File: config.mk
export PLATFORM = sky130hd
export DESIGN_NAME = dma_handshake_slave_port
export DESIGN_NICKNAME = d
export VERILOG_FILES = /design/src/design/dma_port_pkg.sv /design/src/design/byte_buffer_ram.sv /design/src/design/dma_handshake_slave_port.sv
export VERILOG_INCLUDE_DIRS = /design/src /design/src/design
export SDC_FILE = /design/constraint.sdc
export NUM_CORES = 2
export LEC_CHECK = 0
export BUFFER_PORTS_ARGS = -buffer_cell sky130_fd_sc_hd__buf_2
export CORE_UTILIZATION = 33
export DETAILED_ROUTE_END_ITERATION = 10
export GPL_TIMING_DRIVEN = 0
export MAX_ROUTING_LAYER = met4
export SETUP_SLACK_MARGIN = 0.05
export SYNTH_ARGS = -nofsm -noshare
export SYNTH_HDL_FRONTEND = slang
export SYNTH_HIERARCHICAL = 1
export SYNTH_SLANG_ARGS = --single-unit
File: constraint.sdc
create_clock -name clk -period 4.1 [get_ports clk]
set_clock_uncertainty 0.2 [all_clocks]
set_input_delay 0.82 -clock clk [delete_from_list [all_inputs] [get_ports clk]]
set_output_delay 0.82 -clock clk [all_outputs]
set_load 0.05 [all_outputs]
File: src/design/dma_port_consts.svh
`ifndef DMA_PORT_CONSTS_SVH
`define DMA_PORT_CONSTS_SVH
// ==========================================================
// Timing figures, clock rate and reset values
`define CLK_PERIOD_PS      5000
`define WR_CYCLE_NS        150
`define RD_CYCLE_NS        150
`define RESET_HOLD_CLOCKS  16
`define IO_QUIET_CLOCKS    16
`define DEV_CLK_HZ         48000000
`define ADDR_RESET         8'h00
`endif

File: src/design/dma_port_pkg.sv
package dma_port_pkg;
  // ==========================================================
  // Port sequencer states, one-hot
  typedef enum logic [5:0] {
    ST_RESET = 6'h01,
    ST_QUIET = 6'h02,
    ST_IDLE  = 6'h04,
    ST_REQ   = 6'h08,
    ST_ACK   = 6'h10,
    ST_STUCK = 6'h20
  } port_state_t;
  typedef enum logic {
    DIR_WRITE = 1'b0,
    DIR_READ  = 1'b1
  } dir_t;
endpackage

File: src/design/byte_buffer_ram.sv
`timescale 1ns/100ps
// ==========================================================
// Byte buffer memory with registered read data
module byte_buffer_ram #(
  parameter int AW = 8,
  parameter int DW = 8
) (
  input  wire logic          clk,
  input  wire logic          wr_en,
  input  wire logic [AW-1:0] wr_addr,
  input  wire logic [DW-1:0] wr_data,
  input  wire logic [AW-1:0] rd_addr,
  output logic      [DW-1:0] rd_data
);
  logic [DW-1:0] mem [0:(1<<AW)-1];
  logic [DW-1:0] rd_data_d;

  // Read port looks up combinationally, then registers
  always_comb begin
    rd_data_d = mem[rd_addr];
  end

  // Storage and read register; no reset on memory contents
  always_ff @(posedge clk) begin
    if (wr_en) begin
      mem[wr_addr] <= wr_data;
    end
    rd_data <= rd_data_d;
  end
endmodule // byte_buffer_ram

File: src/design/dma_handshake_slave_port.sv
// How it works
// - Acknowledge low drops a pending request
// - Bad write strobe order blocks further requests
// - Acknowledge high allows the next request
// - Read byte held until acknowledge rises
// - Clock counts use the device clock
`timescale 1ns/100ps
`include "dma_port_consts.svh"
module dma_handshake_slave_port #(
  parameter int AW         = 8,
  parameter int DW         = 8,
  parameter int QUIET_CLKS = `IO_QUIET_CLOCKS
) (
  input  wire logic                  clk,
  input  wire logic                  reset,
  input  wire logic                  reset_in_n,
  input  wire logic                  dma_ack_n,
  input  wire logic                  write_strobe_n,
  input  wire logic                  read_strobe_n,
  input  wire logic [DW-1:0]         data_in,
  input  wire dma_port_pkg::dir_t    dir,
  input  wire logic                  xfer_enable,
  input  wire logic [AW-1:0]         start_addr,
  input  wire logic                  start_load,
  input  wire logic                  sink_ready,
  output logic                       dma_request_n,
  output logic      [DW-1:0]         data_out,
  output logic                       data_oe,
  output logic                       sink_valid,
  output logic      [DW-1:0]         sink_data,
  output logic                       order_error,
  output logic                       port_ready
);
  import dma_port_pkg::*;

  // ==========================================================
  // Pin synchronisers: two flops before any logic
  logic [3:0] sync1_q;
  logic [3:0] sync2_q;
  logic [3:0] pins;
  logic       rst_in_s;
  logic       ack_s;
  logic       wr_s;
  logic       rd_s;
  logic       wr_prev_q;
  logic       wr_fall;

  always_comb begin
    pins = {reset_in_n, dma_ack_n, write_strobe_n, read_strobe_n};
  end

  // Synchroniser chain; second stage is the only reader of the first
  always_ff @(posedge clk) begin
    if (reset) begin
      sync1_q <= 4'h7; // Pin reset reads as asserted until sampled, no false release
      sync2_q <= 4'h7;
    end else begin
      sync1_q <= pins;
      sync2_q <= sync1_q;
    end
  end

  always_comb begin
    rst_in_s = sync2_q[3];
    ack_s    = sync2_q[2];
    wr_s     = sync2_q[1];
    rd_s     = sync2_q[0];
    wr_fall  = wr_prev_q & ~wr_s;
  end

  // ==========================================================
  // Sequencer state
  localparam int CYC_PS      = `CLK_PERIOD_PS;
  localparam int WR_GAP_CLKS = (`WR_CYCLE_NS * 1000 + CYC_PS - 1) / CYC_PS;
  localparam int RD_GAP_CLKS = (`RD_CYCLE_NS * 1000 + CYC_PS - 1) / CYC_PS;
  localparam int DEV_PER_PS  = 1000000000 / (`DEV_CLK_HZ / 1000); // Device period in ps keeps products in int
  localparam int QUIET_CYC   = (QUIET_CLKS * DEV_PER_PS + CYC_PS - 1) / CYC_PS;
  localparam int HOLD_CYC    = (`RESET_HOLD_CLOCKS * DEV_PER_PS + CYC_PS - 1) / CYC_PS;
  localparam int CW          = 8;

  port_state_t   state_q, state_d;
  logic [CW-1:0] cnt_q, cnt_d;
  logic [AW-1:0] addr_q, addr_d;
  logic          req_n_q, req_n_d;
  logic          err_q, err_d;
  logic          wrote_q, wrote_d;
  logic          oe_q, oe_d;
  logic          rdy_q, rdy_d;
  logic [DW-1:0] ram_rd;
  logic          ram_we;
  logic          buf_in_ready;

  function automatic logic [CW-1:0] clk_count(input int n);
    clk_count = CW'(n < 1 ? 1 : n);
  endfunction

  // Next-state logic; the device clock cycle is scaled to ours
  always_comb begin
    state_d = state_q;
    cnt_d   = cnt_q;
    addr_d  = addr_q;
    req_n_d = req_n_q;
    err_d   = err_q;
    wrote_d = wrote_q;
    oe_d    = oe_q;
    rdy_d   = rdy_q;
    ram_we  = 1'b0;
    unique case (state_q)
      ST_RESET: begin
        req_n_d = 1'b1;
        oe_d    = 1'b0;
        rdy_d   = 1'b0;
        if (rst_in_s) begin
          // Short pulses below the hold time are still honoured
          state_d = ST_QUIET;
          cnt_d   = clk_count(QUIET_CYC);
        end
      end
      ST_QUIET: begin
        if (cnt_q <= 8'h01) begin
          state_d = ST_IDLE;
          rdy_d   = 1'b1;
        end else begin
          cnt_d = cnt_q - 8'h01;
        end
      end
      ST_IDLE: begin
        if (cnt_q != 8'h00) begin
          cnt_d = cnt_q - 8'h01;
        end else if (xfer_enable && ack_s && (dir == DIR_READ || buf_in_ready)) begin
          req_n_d = 1'b0;
          state_d = ST_REQ;
        end
      end
      ST_REQ: begin
        if (!ack_s) begin
          req_n_d = 1'b1;
          wrote_d = 1'b0;
          state_d = ST_ACK;
          oe_d    = (dir == DIR_READ);
        end else if (dir == DIR_WRITE && !wr_s) begin
          req_n_d = 1'b1;
          err_d   = 1'b1;
          state_d = ST_STUCK;
        end
      end
      ST_ACK: begin
        if (dir == DIR_WRITE && wr_fall && !wrote_q) begin
          ram_we  = 1'b1;
          wrote_d = 1'b1;
        end
        if (ack_s) begin
          oe_d    = 1'b0;
          if (dir == DIR_READ || wrote_q) begin
            addr_d = addr_q + AW'(1);
            cnt_d  = clk_count(dir == DIR_READ ? RD_GAP_CLKS : WR_GAP_CLKS);
            state_d = ST_IDLE;
          end else begin
            err_d   = 1'b1;
            state_d = ST_STUCK;
          end
        end
      end
      ST_STUCK: begin
        req_n_d = 1'b1;
      end
      default: begin
        state_d = ST_RESET;
      end
    endcase
    if (start_load && state_q != ST_ACK) begin
      addr_d = start_addr;
    end
    if (!rst_in_s) begin
      state_d = ST_RESET;
      req_n_d = 1'b1;
      oe_d    = 1'b0;
      rdy_d   = 1'b0;
      err_d   = 1'b0;
      cnt_d   = CW'(HOLD_CYC);
    end
  end

  // Sequencer registers
  always_ff @(posedge clk) begin
    if (reset) begin
      state_q   <= ST_RESET;
      cnt_q     <= 8'h00;
      addr_q    <= AW'(`ADDR_RESET);
      req_n_q   <= 1'b1;
      err_q     <= 1'b0;
      wrote_q   <= 1'b0;
      oe_q      <= 1'b0;
      rdy_q     <= 1'b0;
      wr_prev_q <= 1'b1;
    end else begin
      state_q   <= state_d;
      cnt_q     <= cnt_d;
      addr_q    <= addr_d;
      req_n_q   <= req_n_d;
      err_q     <= err_d;
      wrote_q   <= wrote_d;
      oe_q      <= oe_d;
      rdy_q     <= rdy_d;
      wr_prev_q <= wr_s;
    end
  end

  // ==========================================================
  // Buffer memory; read byte is addressed ahead so it is ready at ack
  byte_buffer_ram #(.AW(AW), .DW(DW)) u_ram (
    .clk     (clk),
    .wr_en   (ram_we),
    .wr_addr (addr_q),
    .wr_data (data_in),
    .rd_addr (addr_q),
    .rd_data (ram_rd)
  );

  // ==========================================================
  // Two-entry skid buffer toward the sink, so a stall loses no byte
  logic [DW-1:0] b0_q, b0_d, b1_q, b1_d;
  logic [1:0]    n_q, n_d;
  logic [DW-1:0] dout_q, dout_d;
  logic          valid_q, valid_d;

  always_comb begin
    buf_in_ready = (n_q != 2'h2);
    b0_d = b0_q;
    b1_d = b1_q;
    n_d  = n_q;
    if (sink_ready && n_q != 2'h0) begin
      b0_d = b1_q;
      n_d  = n_q - 2'h1;
    end
    if (ram_we) begin
      if (n_d == 2'h0) begin
        b0_d = data_in;
      end else begin
        b1_d = data_in;
      end
      n_d = n_d + 2'h1;
    end
    dout_d = oe_d ? ram_rd : dout_q;
    valid_d = (n_d != 2'h0);
  end

  // Buffer and read data registers
  always_ff @(posedge clk) begin
    if (reset) begin
      b0_q   <= '0;
      b1_q   <= '0;
      n_q    <= 2'h0;
      dout_q <= '0;
      valid_q <= 1'b0;
    end else begin
      b0_q   <= b0_d;
      b1_q   <= b1_d;
      n_q    <= n_d;
      dout_q <= dout_d;
      valid_q <= valid_d;
    end
  end

  // Outputs straight from flops
  assign dma_request_n = req_n_q;
  assign data_out      = dout_q;
  assign data_oe       = oe_q;
  assign sink_valid    = valid_q;
  assign sink_data     = b0_q;
  assign order_error   = err_q;
  assign port_ready    = rdy_q;
endmodule // dma_handshake_slave_port

==> results.py <==
metrics = {
    "status": {
        "status": "finished with violations",
        "violations": "max-capacitance violations, max-slew violations, negative setup slack",
    },
    "timing": {
        "hold_slack_ps": 48.8,
        "slew_headroom_pct": -1.47,
        "max_freq_ghz": 0.237,
        "hold_viol_final": 0,
        "min_period_over_period_pct": 103,
        "drv_slew": 11,
        "fin_crit_ps": 4220,
        "rsz0062_at_grt": "yes",
        "setup_violations": 13,
        "worst_slack_ps": -120,
        "tightest_slew_ps": 1520,
    },
    "critical_path": {
        "timing_worst_setup_path_type": "flop to flop",
        "critPathArrivalTime_ps": 4720,
        "crit_fanout": 10,
        "end_kind": "flop",
        "startpoint_type": "flop",
        "worst_ep_required_time_ps": 4600,
    },
    "die": {
        "boundaryPins": 47,
        "die_h_um": 502,
        "dieArea_mm2": 0.252,
        "core_area_mm2": 0.248,
        "initial_utilization_pct": 33.2,
        "fp-row-count": 183,
        "die_x_um": 502,
    },
    "synthesis": {
        "synth_top_family_by_area": "multiplexers",
        "synthTopCellsByArea": "edfxtp_1 75%, mux4_2 12%, mux2i_1 1.9%, dfxtp_1 1.7%, nor2_1 1.5%",
        "synth-xor-area-share_pct": 0.106,
        "avgSynthCellArea_um2": 20.3,
        "synthAdderAreaFrac_pct": 0.0910,
        "yosysTopAreaCellShare_pct": 74.6,
        "synth_ff_type": "edfxtp_1",
        "netlist-cell-type-count": 81,
        "yosysSeqAreaShare_pct": 76.2,
        "ys_seq_elements": 2117,
        "synth_compound_area_share_pct": 3.91,
        "muxShareOfSynthArea_pct": 14.4,
        "synth.cell_area_mm2": 0.0825,
        "yosysWarnings": 6,
        "syn-num-nets": 4088,
        "synth-simple-area-share_pct": 3.35,
        "synthCells": 4056,
        "synth_edf_count": 2048,
        "synthArstFlopShare_pct": 0,
        "synth_top_area_cell": "edfxtp_1",
    },
    "clock_network": {
        "clock_latency_ps": 860,
        "cts.sinks": 2117,
        "clk_pin_slew_ps": 60,
        "cts_tree": "built",
        "cts_buffer_depth": 3,
        "clock-root-buffer": "clkbuf_16",
        "h-tree-depth": 4,
        "cts_made_buffers": 210,
    },
    "grt": {
        "grt_usage_pct": 20.7,
        "grt_pass1_wl_um": 349000,
        "grt-ovfl-total": 0,
        "antenna_found_initial": 6,
        "grt_pass1_vias": 42900,
        "grt_max_degree": 152,
    },
    "drt": {
        "post_drt_wl_per_cell_um": 32.4,
        "antenna_violating_nets_post_route": 0,
        "vias_per_cell": 5.71,
        "drt_pass1_iterations": 6,
        "routed_wl_um": 256000,
        "first_iter_violations": 6212,
        "vias": 45100,
        "drcViolationCount": 0,
    },
    "run": {
        "max_cap_violations": 1,
    },
    "pwr": {
        "power_leakage_nw": 28.9,
        "fin_total_pwr_mw": 46.1,
        "vdd_drop_max_mv": 0.411,
        "cellPowerDensity_mw_per_mm2": 479,
    },
    "layout": {
        "fin_util_pct": 38.8,
        "drive_above_1_share_pct": 27.9,
        "area_growth_pct": 16.7,
        "post-route-cell-area_mm2": 0.0963,
        "nets": 4426,
    },
    "place": {
        "hpwl_um": 169000,
        "place_ws_ps": -1720,
        "dpl_cell_area_mm2": 0.0873,
        "port_buffers": 45,
        "gp_congestion": 0.955,
    },
    "min_path": {
        "hold_path.class": "input pin to flop",
    },
}
==> kinds of logic (layout without fill, tap and decap cells) <==
group,after synthesis,count (layout)
AOI/OAI and AO/OA,448,448
xor gates and xnor gates,10,10
adders and majority gates,6,6
buffers and inverters,258,770
DFF,2117,2117
muxes,616,616
other,0,4
and+or+nand+nor,601,601
==> power by group <==
part / internal [mW] / total (mW) / switching [mW]
Clock: 10.8 / 19.2 / 8.32
Combinational: 0.989 / 3.12 / 2.13
Sequential: 23.7 / 23.8 / 0.0493
==> cell type report <==
cell class | instances | area, um^2
Timing Repair Buffer | 127 | 1190
Sequential cell | 2117 | 62900
Buffer | 244 | 1790
Antenna cell | 4 | 10.0
Clock inverter | 128 | 1420
Tap cell | 3330 | 4170
Fill cell | 22200 | 152000
Inverter | 13 | 48.8
Multi-Input combinational cell | 1681 | 19300
Clock buffer | 258 | 5440
==> cell usage after synthesis, types with 5 or more instances <==
library cell  instances
edfxtp_1           2048
mux4_2              454
nor2_1              331
mux2i_1             159
a22oi_1             133
clkbuf_1            117
a21oi_1             102
dfxtp_1              69
nand2_1              63
o221ai_1             46
nand3_1              40
nor2b_1              36
buf_2                34
a211oi_1             33
nor3_1               29
nor4_1               29
buf_4                28
o22ai_1              28
buf_1                23
buf_6                22
o211ai_1             15
o21ai_0              15
a221oi_1             13
buf_8                13
nand4_1              12
inv_1                11
nand2b_1             10
or2_2                10
a22o_1                9
buf_12                8
and2_1                6
ha_1                  6
o22a_1                6
a31oi_1               5
xnor2_1               5
xor2_1                5
==> state kept, by name, indices dropped and copies added, names as in the netlist, 2 cells and up <==
register,count
addr_q,8
b1_q,8
cnt_q,8
data_out,8
n_q,2
sink_data,8
state_q,6
sync1_q,3
sync2_q,3
u_ram/mem,2048
u_ram/rd_data,8
==> metal layers <==
layer	track usage [%]	up-vias	part of all wire, %
met5	-	-	0
met4	7.62	0	4.3
met3	4.85	504	11
met2	31.6	2818	46
met1	26.8	24200	38
li1	-	17600	-
==> stage by stage <==
step | cells | setup TNS [ps]
floorplan | 4056 | 0
global placement | 7431 | -4460570
detailed placement | 7444 | -1588080
CTS | 7898 | -335
global route | 7899 | 0
finish | 7902 | -375
==> worst max-delay path, cell delays in order, from the launching register on <==
cell and delay (ps):
dfxtp_2 490, buf_2 280, buf_4 290, buf_2 330, clkbuf_4 430, mux4_2 380, a221oi_1 430, o221ai_1 420
a211oi_4 580, nor4_1 150
==> path summary, 6_finish.rpt <==
kind | from | end | slack, ps | cells past startpoint
setup / recovery | addr_q[1]$_SDFFE_PP0P_ | u_ram/rd_data[3]$_DFF_P_ | -120 | 9
setup reg to reg | addr_q[1]$_SDFFE_PP0P_ | u_ram/rd_data[3]$_DFF_P_ | -120 | 9
hold reg to reg | sync1_q[2]$_SDFF_PP1_ | sync2_q[2]$_SDFF_PP1_ | 220 | 1
hold / removal | start_load | addr_q[6]$_SDFFE_PP0P_ | 50 | 3
==> timing repair <==
| action | in CTS | in global routing |
|---|---|---|
| endpoints found under the hold margin | 3 | 0 |
| resized for setup | 414 | 46 |
| setup endpoints to repair | 1731 | 1277 |
| hold buffers | 3 | 0 |
| pin swaps | 41 | 4 |
| setup buffers | 65 | 1 |
==> layout by cell type, fill, tap and decap left out, types with 13 or more instances in the layout <==
master	instances
clkbuf_1	106
a21oi_1	100
buf_6	25
buf_2	64
a22oi_1	133
a211oi_1	31
clkbuf_4	18
clkbuf_16	210
buf_16	13
nor2_1	189
mux4_2	454
buf_8	21
nor2_4	84
o22ai_1	27
nor3_1	19
nand3_1	31
nor2b_1	35
clkinv_1	53
dfxtp_1	63
nor4_1	13
nor4_4	13
buf_4	109
o211ai_1	15
nor2_2	60
o221ai_1	46
clkbuf_2	33
edfxtp_1	2048
bufinv_16	22
nand2_1	62
o21ai_0	15
clkinv_2	27
mux2i_1	158
Note: power is estimated with default switching activity, not from simulation.
